## config.mk

```make
export PLATFORM = sky130hd
export DESIGN_NAME = tcc_cc_ctrl
export DESIGN_NICKNAME = d
export VERILOG_FILES = /design/src/tcc_pkg.sv /design/src/tcc_cc_ctrl.sv
export SDC_FILE = /design/constraint.sdc
export NUM_CORES = 1
export LEC_CHECK = 0
export ABC_AREA = 1
export BUFFER_PORTS_ARGS = -buffer_cell sky130_fd_sc_hd__buf_2
export CELL_PAD_IN_SITES_DETAIL_PLACEMENT = 1
export CELL_PAD_IN_SITES_GLOBAL_PLACEMENT = 1
export CORE_UTILIZATION = 42
export DETAILED_ROUTE_END_ITERATION = 8
export PLACE_DENSITY = 0.81
export SETUP_SLACK_MARGIN = 0.05
export SYNTH_ARGS = -nofsm -noshare
export SYNTH_HDL_FRONTEND = slang
export SYNTH_SLANG_ARGS = --single-unit
```

## constraint.sdc

```tcl
create_clock -name core_clk -period 3.1 [get_ports core_clk]
set_clock_uncertainty 0.1 [all_clocks]
set_input_delay 0.155 -clock core_clk [delete_from_list [all_inputs] [get_ports core_clk]]
set_output_delay 0.155 -clock core_clk [all_outputs]
set_load 0.01 [all_outputs]
```

## src/tcc_pkg.sv

```systemverilog
// tcc_pkg: constants and types for the type-c configuration channel controller
package tcc_pkg;

  // ----------------------------------------------------------------------
  // register map
  // ----------------------------------------------------------------------
  localparam logic [7:0] REG_PORT_ROLE_CTRL = 8'h0A;
  localparam logic [7:0] REG_ADVERT_CTRL    = 8'h0B;
  localparam logic [7:0] REG_PORT_STATUS    = 8'h0C;
  localparam int         TERM_OFF_BIT       = 0;
  localparam int         PREF_LSB           = 1;
  localparam int         ROLE_SEL_LSB       = 4;
  localparam int         ST_ATTACHED_BIT    = 0;
  localparam int         ST_AS_SRC_BIT      = 1;
  localparam int         ST_ORIENT_BIT      = 2;
  localparam int         ST_LEVEL_LSB       = 4;
  localparam logic [7:0] PORT_ROLE_CTRL_RST = 8'h00;
  localparam logic [1:0] ROLE_SEL_DEFAULT   = 2'h0;
  localparam logic [1:0] ROLE_SEL_SRC       = 2'h2;
  localparam logic [1:0] PREF_TRY_SRC       = 2'h3;

  // ----------------------------------------------------------------------
  // current levels, shared by pins, fields and cc sensing
  // ----------------------------------------------------------------------
  localparam logic [1:0] LVL_NONE    = 2'h0;
  localparam logic [1:0] LVL_DEFAULT = 2'h1;
  localparam logic [1:0] LVL_MID     = 2'h2;
  localparam logic [1:0] LVL_HIGH    = 2'h3;

  // ----------------------------------------------------------------------
  // timing
  // ----------------------------------------------------------------------
  localparam int CLK_PERIOD_NS   = 8;
  localparam int T_CC_DEBOUNCE_NS = 100_000_000;
  localparam int T_DRP_HALF_NS    = 75_000_000;
  localparam int CC_DEBOUNCE_CYC  = (T_CC_DEBOUNCE_NS + CLK_PERIOD_NS - 1) / CLK_PERIOD_NS;
  localparam int DRP_HALF_CYC     = T_DRP_HALF_NS / CLK_PERIOD_NS;
  localparam int TIMER_W          = 24;

  typedef enum logic [1:0] {
    ROLE_SRC_ONLY = 2'h0,
    ROLE_SNK_ONLY = 2'h1,
    ROLE_DUAL     = 2'h2
  } tcc_role_e;

  // gray codes along source path, then sink path
  typedef enum logic [2:0] {
    ST_UNATT_SRC   = 3'h0,
    ST_ATTWAIT_SRC = 3'h1,
    ST_ATT_SRC     = 3'h3,
    ST_UNATT_SNK   = 3'h2,
    ST_ATTWAIT_SNK = 3'h6,
    ST_ATT_SNK     = 3'h7,
    ST_TRY_SRC     = 3'h5,
    ST_DISABLED    = 3'h4
  } tcc_state_e;

endpackage

```

## src/tcc_cc_ctrl.sv

```systemverilog
// tcc_cc_ctrl: role, attach, orientation and current level control of a type-c port
//
// Overview of operation
// Strap high selects source-only, low sink-only, floating dual-role.
// Strap is sampled once after reset; later changes ignored until reset.
// With floating strap, role field 2'b10 selects source-only.
// Source-only role presents Rp on both CC lines, starting at default level.
// As source, advertised level follows pin or register; Rp setting retuned.
// Source with Rd seen in Attached.SRC drives attach flag low.
// On sink attach, VCONN goes to unused CC line only if Ra there.
// Host sets termination-off, writes role field 2'b10, then clears it.
// Attach flag stays high until VBUS reaches vSafe0V, then goes low.
// Sink-only role presents Rd on both CC lines and watches CC levels.
// As sink, CC is debounced and VBUS required before attach completes.
// In Attached.SNK source level reported on level pins or status field.
// Dual-role alternates Rp and Rd on both lines until attached.
// Try.SRC only in register mode; pin mode behaves as standard dual-role.
// Preference 2'b11 enables Try.SRC, aiming to end attached as source.
// Flip pin released high for CC1, driven low for CC2.
// Orientation steers the superspeed mux and is readable in status.
// Pin mode level from level pin; register mode from advert field.
// Floating bus select gives pin mode; driven gives register mode, bit 6.
// Level pins: A high default; A low B high medium; both low high.
// Termination-off removes terminations; role field applied on its clear.
`timescale 1ns/100ps

module tcc_cc_ctrl
  import tcc_pkg::*;
#(
  parameter int CC_DEBOUNCE_CYCLES = tcc_pkg::CC_DEBOUNCE_CYC, // attach debounce
  parameter int DRP_HALF_CYCLES    = tcc_pkg::DRP_HALF_CYC     // each toggle half
) (
  input  wire logic       core_clk,         // 125 MHz core clock
  input  wire logic       resetn,           // async reset, active low
  input  wire logic       roleStrapHi,      // role strap pulled high
  input  wire logic       roleStrapLo,      // role strap pulled low
  input  wire logic       busSelHi,         // bus select pulled high
  input  wire logic       busSelLo,         // bus select pulled low
  input  wire logic [1:0] advertLevelPin,   // requested level in pin mode
  input  wire logic       cc1Rd,            // Rd seen on cc1
  input  wire logic       cc2Rd,            // Rd seen on cc2
  input  wire logic       cc1Ra,            // Ra seen on cc1
  input  wire logic       cc2Ra,            // Ra seen on cc2
  input  wire logic [1:0] cc1SrcLevel,      // source level seen on cc1
  input  wire logic [1:0] cc2SrcLevel,      // source level seen on cc2
  input  wire logic       vbusDetected,     // vbus present
  input  wire logic       vbusSafe0v,       // vbus at vSafe0V
  input  wire logic       regWrEn,          // register write strobe
  input  wire logic       regRdEn,          // register read strobe
  input  wire logic [7:0] regAddr,          // register offset
  input  wire logic [7:0] regWrData,        // write data
  output logic      [7:0] regRdData,        // read data, one cycle later
  output logic            ccRpEn,           // Rp on both cc lines
  output logic            ccRdEn,           // Rd on both cc lines
  output logic      [1:0] rpLevel,          // Rp current setting
  output logic            vconnCc1En,       // vconn switched to cc1
  output logic            vconnCc2En,       // vconn switched to cc2
  output logic            attachFlagOut,    // open-drain data, always low
  output logic            attachFlagOe,     // attach flag pulled low
  output logic            flipIndicatorOut, // open-drain data, always low
  output logic            flipIndicatorOe,  // flip pin pulled low (cc2)
  output logic            muxSelCc2,        // mux on rx2/tx2 pair
  output logic            levelOutAOut,     // open-drain data, always low
  output logic            levelOutAOe,      // level_out_a pulled low
  output logic            levelOutBOut,     // open-drain data, always low
  output logic            levelOutBOe,      // level_out_b pulled low
  output logic            i2cMode,          // register mode selected
  output logic            i2cAddrBit6       // address bit 6 in register mode
);
  import tcc_pkg::*;

  // ----------------------------------------------------------------------
  // helpers
  // ----------------------------------------------------------------------
  function automatic logic isSrcState(input tcc_state_e s);
    return (s == ST_UNATT_SRC) || (s == ST_ATTWAIT_SRC) || (s == ST_ATT_SRC)
        || (s == ST_TRY_SRC);
  endfunction

  function automatic tcc_role_e decodeStrap(input logic hi, input logic lo);
    if (hi) return ROLE_SRC_ONLY;
    if (lo) return ROLE_SNK_ONLY;
    return ROLE_DUAL;
  endfunction

  tcc_state_e             state;
  tcc_state_e             next_state;
  tcc_role_e              strapRole;
  tcc_role_e              role;
  logic                   strapDone;
  logic                   termOff;
  logic [1:0]             rolePref;
  logic [1:0]             roleSel;
  logic [1:0]             appliedRoleSel;
  logic [1:0]             advertLevelField;
  logic [1:0]             sensedLevel;
  logic                   orientCc2;
  logic [TIMER_W-1:0]     timer;
  logic                   timerDone;
  logic                   rdSeen;
  logic                   srcSeen;
  logic                   trySrcOk;
  tcc_state_e             unattHome;

  // ----------------------------------------------------------------------
  // strap capture after reset release
  // ----------------------------------------------------------------------
  // straps caught by a clock edge, never by the async reset itself
  always_ff @(posedge core_clk or negedge resetn) begin
    if (!resetn) begin
      strapDone   <= 1'b0;
      strapRole   <= ROLE_DUAL;
      i2cMode     <= 1'b0;
      i2cAddrBit6 <= 1'b0;
    end else if (!strapDone) begin
      strapDone   <= 1'b1;
      strapRole   <= decodeStrap(roleStrapHi, roleStrapLo);
      i2cMode     <= busSelHi | busSelLo;
      i2cAddrBit6 <= busSelHi;
    end
  end

  // floating strap may be overridden by the applied role field
  always_comb begin
    role = strapRole;
    if (strapRole == ROLE_DUAL && appliedRoleSel == ROLE_SEL_SRC) begin
      role = ROLE_SRC_ONLY;
    end
  end

  // ----------------------------------------------------------------------
  // registers
  // ----------------------------------------------------------------------
  // role field only takes effect while terminations are on, so a host
  // following the off / write / on order never sees a half-applied role
  always_ff @(posedge core_clk or negedge resetn) begin
    if (!resetn) begin
      termOff          <= PORT_ROLE_CTRL_RST[TERM_OFF_BIT];
      rolePref         <= PORT_ROLE_CTRL_RST[PREF_LSB +: 2];
      roleSel          <= PORT_ROLE_CTRL_RST[ROLE_SEL_LSB +: 2];
      appliedRoleSel   <= ROLE_SEL_DEFAULT;
      advertLevelField <= LVL_DEFAULT;
    end else begin
      if (regWrEn && regAddr == REG_PORT_ROLE_CTRL) begin
        termOff  <= regWrData[TERM_OFF_BIT];
        rolePref <= regWrData[PREF_LSB +: 2];
        roleSel  <= regWrData[ROLE_SEL_LSB +: 2];
      end
      if (regWrEn && regAddr == REG_ADVERT_CTRL && regWrData[1:0] != LVL_NONE) begin
        advertLevelField <= regWrData[1:0];
      end
      if (!termOff) begin
        appliedRoleSel <= roleSel;
      end
    end
  end

  // read data registered; unmapped offsets read zero
  always_ff @(posedge core_clk or negedge resetn) begin
    if (!resetn) begin
      regRdData <= 8'h00;
    end else if (regRdEn) begin
      unique case (regAddr)
        REG_PORT_ROLE_CTRL: regRdData <= {2'b00, roleSel, 1'b0, rolePref, termOff};
        REG_ADVERT_CTRL:    regRdData <= {6'h00, advertLevelField};
        REG_PORT_STATUS:    regRdData <= {2'b00, sensedLevel, 1'b0, orientCc2,
                                          state == ST_ATT_SRC,
                                          state == ST_ATT_SNK || state == ST_ATT_SRC};
        default:            regRdData <= 8'h00;
      endcase
    end
  end

  // ----------------------------------------------------------------------
  // attach state machine
  // ----------------------------------------------------------------------
  assign rdSeen    = cc1Rd | cc2Rd;
  assign srcSeen   = (cc1SrcLevel != LVL_NONE) | (cc2SrcLevel != LVL_NONE);
  assign trySrcOk  = i2cMode && role == ROLE_DUAL && rolePref == PREF_TRY_SRC;
  assign unattHome = (role == ROLE_SNK_ONLY || role == ROLE_DUAL) ? ST_UNATT_SNK
                                                                   : ST_UNATT_SRC;
  // unattached states time the toggle, all others the debounce
  assign timerDone = (state == ST_UNATT_SRC || state == ST_UNATT_SNK)
                   ? (timer >= TIMER_W'(DRP_HALF_CYCLES - 1))
                   : (timer >= TIMER_W'(CC_DEBOUNCE_CYCLES - 1));

  always_comb begin
    next_state = state;
    unique case (state)
      ST_DISABLED: if (strapDone && !termOff && appliedRoleSel == roleSel) next_state = unattHome;
      ST_UNATT_SRC: begin
        if (rdSeen) next_state = ST_ATTWAIT_SRC;
        else if (role == ROLE_DUAL && timerDone) next_state = ST_UNATT_SNK;
      end
      ST_ATTWAIT_SRC: begin
        if (!rdSeen) next_state = unattHome;
        else if (timerDone) next_state = ST_ATT_SRC;
      end
      ST_ATT_SRC:     if (!rdSeen) next_state = unattHome;
      ST_UNATT_SNK: begin
        if (role == ROLE_SRC_ONLY) next_state = ST_UNATT_SRC;
        else if (srcSeen) next_state = ST_ATTWAIT_SNK;
        else if (role == ROLE_DUAL && timerDone) next_state = ST_UNATT_SRC;
      end
      ST_ATTWAIT_SNK: begin
        if (!srcSeen) next_state = unattHome;
        else if (timerDone && vbusDetected) begin
          next_state = trySrcOk ? ST_TRY_SRC : ST_ATT_SNK;
        end
      end
      ST_ATT_SNK:     if (!vbusDetected) next_state = unattHome;
      ST_TRY_SRC: begin
        // partner that stays a sink wins us the source role
        if (rdSeen && timerDone) next_state = ST_ATT_SRC;
        else if (timerDone) next_state = vbusDetected ? ST_ATT_SNK : unattHome;
      end
    endcase
    if (termOff || !strapDone) next_state = ST_DISABLED;
  end

  always_ff @(posedge core_clk or negedge resetn) begin
    if (!resetn) state <= ST_DISABLED;
    else         state <= next_state;
  end

  // one timer, restarted on every state change
  always_ff @(posedge core_clk or negedge resetn) begin
    if (!resetn)                  timer <= '0;
    else if (next_state != state) timer <= '0;
    else if (!timerDone)          timer <= timer + TIMER_W'(1);
  end

  // ----------------------------------------------------------------------
  // terminations and advertised level
  // ----------------------------------------------------------------------
  always_ff @(posedge core_clk or negedge resetn) begin
    if (!resetn) begin
      ccRpEn  <= 1'b0;
      ccRdEn  <= 1'b0;
      rpLevel <= LVL_DEFAULT;
    end else begin
      ccRpEn  <= state != ST_DISABLED && isSrcState(state);
      ccRdEn  <= state != ST_DISABLED && !isSrcState(state);
      rpLevel <= i2cMode ? advertLevelField
                         : (advertLevelPin == LVL_NONE ? LVL_DEFAULT : advertLevelPin);
    end
  end

  // ----------------------------------------------------------------------
  // orientation, mux, vconn, attach flag
  // ----------------------------------------------------------------------
  // orientation frozen at attach so a noisy unused line cannot flip the mux
  always_ff @(posedge core_clk or negedge resetn) begin
    if (!resetn) begin
      orientCc2 <= 1'b0;
    end else if (state == ST_ATTWAIT_SRC || state == ST_TRY_SRC) begin
      orientCc2 <= cc2Rd && !cc1Rd;
    end else if (state == ST_ATTWAIT_SNK) begin
      orientCc2 <= cc2SrcLevel != LVL_NONE && cc1SrcLevel == LVL_NONE;
    end
  end

  always_ff @(posedge core_clk or negedge resetn) begin
    if (!resetn) begin
      muxSelCc2        <= 1'b0;
      flipIndicatorOut <= 1'b0;
      flipIndicatorOe  <= 1'b0;
      vconnCc1En       <= 1'b0;
      vconnCc2En       <= 1'b0;
    end else begin
      muxSelCc2        <= orientCc2;
      flipIndicatorOut <= 1'b0;
      flipIndicatorOe  <= orientCc2;
      vconnCc1En       <= state == ST_ATT_SRC && orientCc2 && cc1Ra;
      vconnCc2En       <= state == ST_ATT_SRC && !orientCc2 && cc2Ra;
    end
  end

  // low only after vbus drained once; stays low for the whole attach
  always_ff @(posedge core_clk or negedge resetn) begin
    if (!resetn) begin
      attachFlagOut <= 1'b0;
      attachFlagOe  <= 1'b0;
    end else begin
      attachFlagOut <= 1'b0;
      if (state != ST_ATT_SRC) attachFlagOe <= 1'b0;
      else if (vbusSafe0v)     attachFlagOe <= 1'b1;
    end
  end

  // ----------------------------------------------------------------------
  // sensed level reporting as sink
  // ----------------------------------------------------------------------
  always_ff @(posedge core_clk or negedge resetn) begin
    if (!resetn) begin
      sensedLevel  <= LVL_NONE;
      levelOutAOut <= 1'b0;
      levelOutAOe  <= 1'b0;
      levelOutBOut <= 1'b0;
      levelOutBOe  <= 1'b0;
    end else begin
      levelOutAOut <= 1'b0;
      levelOutBOut <= 1'b0;
      if (state == ST_ATT_SNK) begin
        sensedLevel <= orientCc2 ? cc2SrcLevel : cc1SrcLevel;
        // pins shared with the serial bus, so only driven in pin mode
        levelOutAOe <= !i2cMode && sensedLevel >= LVL_MID;
        levelOutBOe <= !i2cMode && sensedLevel == LVL_HIGH;
      end else begin
        sensedLevel <= LVL_NONE;
        levelOutAOe <= 1'b0;
        levelOutBOe <= 1'b0;
      end
    end
  end

  // ----------------------------------------------------------------------
  // checks
  // ----------------------------------------------------------------------
  property p_strap_decode;
    @(posedge core_clk) disable iff (!resetn)
    $rose(strapDone) |-> strapRole == decodeStrap($past(roleStrapHi), $past(roleStrapLo));
  endproperty
  a_strap_decode: assert property (p_strap_decode) else $error("strap decode wrong");

  property p_strap_hold;
    @(posedge core_clk) disable iff (!resetn)
    strapDone |=> $stable(strapRole) && $stable(i2cMode);
  endproperty
  a_strap_hold: assert property (p_strap_hold) else $error("strap changed");

  property p_src_term;
    @(posedge core_clk) disable iff (!resetn)
    (role == ROLE_SRC_ONLY && state != ST_DISABLED) ##1 (state != ST_DISABLED)
      |-> ccRpEn && !ccRdEn;
  endproperty
  a_src_term: assert property (p_src_term) else $error("source lacks Rp");

  property p_attach_flag;
    @(posedge core_clk) disable iff (!resetn)
    $rose(attachFlagOe) |-> $past(state) == ST_ATT_SRC && $past(vbusSafe0v);
  endproperty
  a_attach_flag: assert property (p_attach_flag) else $error("attach flag early");

  property p_vconn;
    @(posedge core_clk) disable iff (!resetn)
    vconnCc2En |-> $past(cc2Ra) && !$past(orientCc2) && !vconnCc1En;
  endproperty
  a_vconn: assert property (p_vconn) else $error("vconn without Ra");

  property p_snk_vbus;
    @(posedge core_clk) disable iff (!resetn)
    (state == ST_ATTWAIT_SNK) ##1 (state == ST_ATT_SNK) |-> $past(vbusDetected);
  endproperty
  a_snk_vbus: assert property (p_snk_vbus) else $error("sink attach w/o vbus");

  property p_try_gpio;
    @(posedge core_clk) disable iff (!resetn)
    !i2cMode |-> state != ST_TRY_SRC;
  endproperty
  a_try_gpio: assert property (p_try_gpio) else $error("try in pin mode");

  property p_term_off;
    @(posedge core_clk) disable iff (!resetn)
    termOff |=> state == ST_DISABLED ##1 (!ccRpEn && !ccRdEn);
  endproperty
  a_term_off: assert property (p_term_off) else $error("terminations not off");

  property p_flip;
    @(posedge core_clk) disable iff (!resetn)
    ##1 (flipIndicatorOe == $past(orientCc2)) && (muxSelCc2 == flipIndicatorOe);
  endproperty
  a_flip: assert property (p_flip) else $error("flip pin mismatch");

endmodule // tcc_cc_ctrl

```

==> impl_summary.log <==
INFO  metric run_status = completed
INFO  metric final.min_clock_period = 2.773 ns
INFO  metric setup.worst_path.end_class = flop
INFO  metric gp_congestion = 0.8632
INFO  metric rows = 33
INFO  metric worst_pin_slew = 0.7347 ns
INFO  metric vias_in_the_first_global_route = 3376
INFO  metric antenna-diode-count = 0
INFO  metric static-leakage-power = 2.075 nW
INFO  metric worstHoldStart = roleStrapLo
INFO  metric ys_seq_elements = 59
INFO  metric clock_insertion_delay_worst_skew = 0.35 ns
INFO  metric irDropWorstVdd = 336.3 uV
INFO  metric design.die.area = 9006 sq um
INFO  metric final_max_slew_viol_count = 0
INFO  metric area_delta_synth_final = 21.88%
INFO  metric most-common-layout-cells = nand2_1, nor2_1, dfrtp_1
INFO  metric cts.repair_timing.setup_buffer_count = 0
INFO  metric ys_types = 40
INFO  metric die_width = 94.90 microns
INFO  metric post_synth.cell_area_avg = 8.091 sq um
INFO  metric rsz_0062_raised_after_global_routing = false
INFO  metric timing.max_cap.violations = 0
INFO  metric place_hpwl = 7080 microns
INFO  metric final_common_cell = nand2_1
INFO  metric routed_wire_length_per_instance = 15.45 microns
INFO  metric syn_area = 3625 sq um
INFO  metric vias = 3215
INFO  metric drt_iter0_drc = 71
INFO  metric cp_data_arrival_time = 2.95 ns
INFO  metric detailed_route_drc_error_count = 0
INFO  metric dpl_worst_slack = 0.2874 ns
INFO  metric design_area = 4418 sq um
INFO  metric portBuffers = 50
INFO  metric timing.final.hold_violations = 0
INFO  metric ant_nets = 0
INFO  metric effective_utilization_at_floorplan = 43.68%
INFO  metric maximum_number_of_pins_on_one_net_before_global_route_repair = 23
INFO  metric crit_required = 3.28 ns
INFO  metric critical_path.max_fanout = 13
INFO  metric cts.sinks = 59
INFO  metric cts-htree-levels = 3
INFO  metric grt.overflow.total = 0
INFO  metric die_h = 94.90 microns
INFO  metric final-instance-count-excl-fill = 639
INFO  metric drt_pre_antenna_iters = 4
INFO  metric worst_slew_margin_relative_to_its_limit = 50.57%
INFO  metric regToRegStartpoint = appliedRoleSel[0]
INFO  metric layout_cells_sized_above_1 = 23.41%
INFO  metric total_power_consumption = 2.902 mW
INFO  metric totalWireLength = 9875 microns
INFO  metric cp-startpoint = appliedRoleSel[0]
INFO  metric synth_edf_count = 0
INFO  metric cts.reportedPaths.clkPinSlew = 0.08 ns
INFO  metric cts_tree = yes
INFO  metric placeable_core_area = 8299 sq um
INFO  metric global_route_wire_length_before_repair = 16140 microns
INFO  metric place.detailed.instances = 600
INFO  metric timing.hold.worst.class = in -> reg
INFO  metric post_drt_via_cell_ratio = 5.031
INFO  metric min_period_over_period = 89.44%
INFO  metric ys_warn_count = 0
INFO  metric floorplan.io_pins = 61
INFO  metric synth.yosys.seq_area_share = 40.87%
INFO  metric start_kind = flop
INFO  metric cts-buffers-inserted = 9
INFO  metric clock.fmax = 360.7 MHz
INFO  metric path_class = reg -> reg
INFO  metric setup_violations = 0
INFO  metric antenna_found_initial = 0
INFO  metric power_density = 656.9 nW/um^2
INFO  metric synthArstFlopShare = 100.0%
INFO  metric finish.net_count = 569
INFO  metric clock_tree.root_cell = clkbuf_8
INFO  metric grtUsageTotal = 23.78%
INFO  metric post_dp_cell_area = 3948 sq um
INFO  metric ys_dominant_reg_cell = dfrtp_1
INFO  metric clock_path_buffers = 2
INFO  metric synth_cells = 448
INFO  metric final.setup.tns = 0 ns
INFO  metric fin_ws = 0.3274 ns
## final cells by class
type	count	area, sq um
flip-flops and latches	59	1481
fillers	1021	3881
clock inverters	7	101.3
repair buffers	77	523.0
multi-input cells	328	1854
inverters	54	202.7
clock buffers	9	123.9
well taps	105	131.4
## power by group
part / total, mW / internal (mW) / switching (mW) / leakage, nW
Sequential: 0.934 / 0.843 / 0.0903 / 0.791
Clock: 0.805 / 0.458 / 0.348 / 0.106
Combinational: 1.16 / 0.371 / 0.792 / 1.18
## path summary, 6_finish.rpt
path	slack, ns	cells after the start	endpoint
worst max register to register	0.33	16	timer[11]
worst min register to register	0.38	2	i2cAddrBit6
worst max-delay path	0.33	16	timer[11]
min in group asynchronous	0.18	2	timer[7]
max in group asynchronous	2.02	3	strapRole[1]
worst min-delay path	0.03	3	strapRole[0]
## critical path: stages, from the launching register on
cell and delay, ns:
dfrtp_1 0.41, inv_1 0.09, nand2_1 0.05, o21ai_1 0.18, ha_1 0.31, nor2_1 0.19
a21oi_1 0.11, a221oi_2 0.29, nand3_1 0.12, nor2_2 0.10, nand3_2 0.08, nand2_1 0.09
nand2_1 0.07, nand2_2 0.11, nand2_8 0.14, buf_12 0.20, nor2_4 0.07
## state kept, by name (all words and copies together), names as in the netlist, 2 cells and up
register,cells
timer,24
regRdData,5
state,3
advertLevelField,2
appliedRoleSel,2
rolePref,2
roleSel,2
rpLevel,2
sensedLevel,2
strapRole,2
## per-stage QoR
| step | util [%] | hold slack, ns |
|---|---|---|
| 2_1_floorplan | - | -0.2406 |
| 3_3_place_gp | 47.57 | 0.01333 |
| 3_5_place_dp | 47.57 | 0.02402 |
| 4_1_cts | 53.05 | 0.002885 |
| 5_1_grt | 53.23 | 0.03570 |
| 6_report | 53.23 | 0.03389 |
## synth_stat cells, types with 5 or more instances
library cell / instances / share of area, %
dfrtp_1: 55 / 38
xor2_1: 16 / 3.9
inv_1: 51 / 5.3
nand4_1: 8 / 1.4
nand2_1: 108 / 11
nor2_2: 5 / 0.86
nor2_1: 57 / 5.9
o21ai_0: 15 / 2.1
nor3_1: 8 / 1.1
nand3_1: 25 / 3.5
buf_4: 9 / 1.9
xnor2_1: 6 / 1.4
nor2_4: 22 / 6.8
a21oi_1: 9 / 1.2
## timing repair
item / 4_1_cts / 5_1_grt
hold buffers: 23 / 0
gates resized for setup: 0 / 3
hold endpoints to repair: 39 / 0
setup endpoints to repair: 0 / 24
## cells by family after synthesis
group,after synthesis,share of synthesized area [%]
compound gates,35,5.661
xor+xnor,22,5.316
fa+ha+maj,4,1.381
buf+inv,67,9.009
flops,59,40.87
mux,5,1.519
other cells,2,0.2072
simple gates,254,36.04
## layer usage
metal | wire, microns | global-route usage [%] | vias to the layer above
li1 | - | - | 1562
met1 | 3980 | 26.01 | 1588
met2 | 5467 | 45.08 | 53
met3 | 265 | 4.911 | 12
met4 | 162 | 7.955 | 0
met5 | 0 | 0 | -
Power figures use the tool's default switching activity.
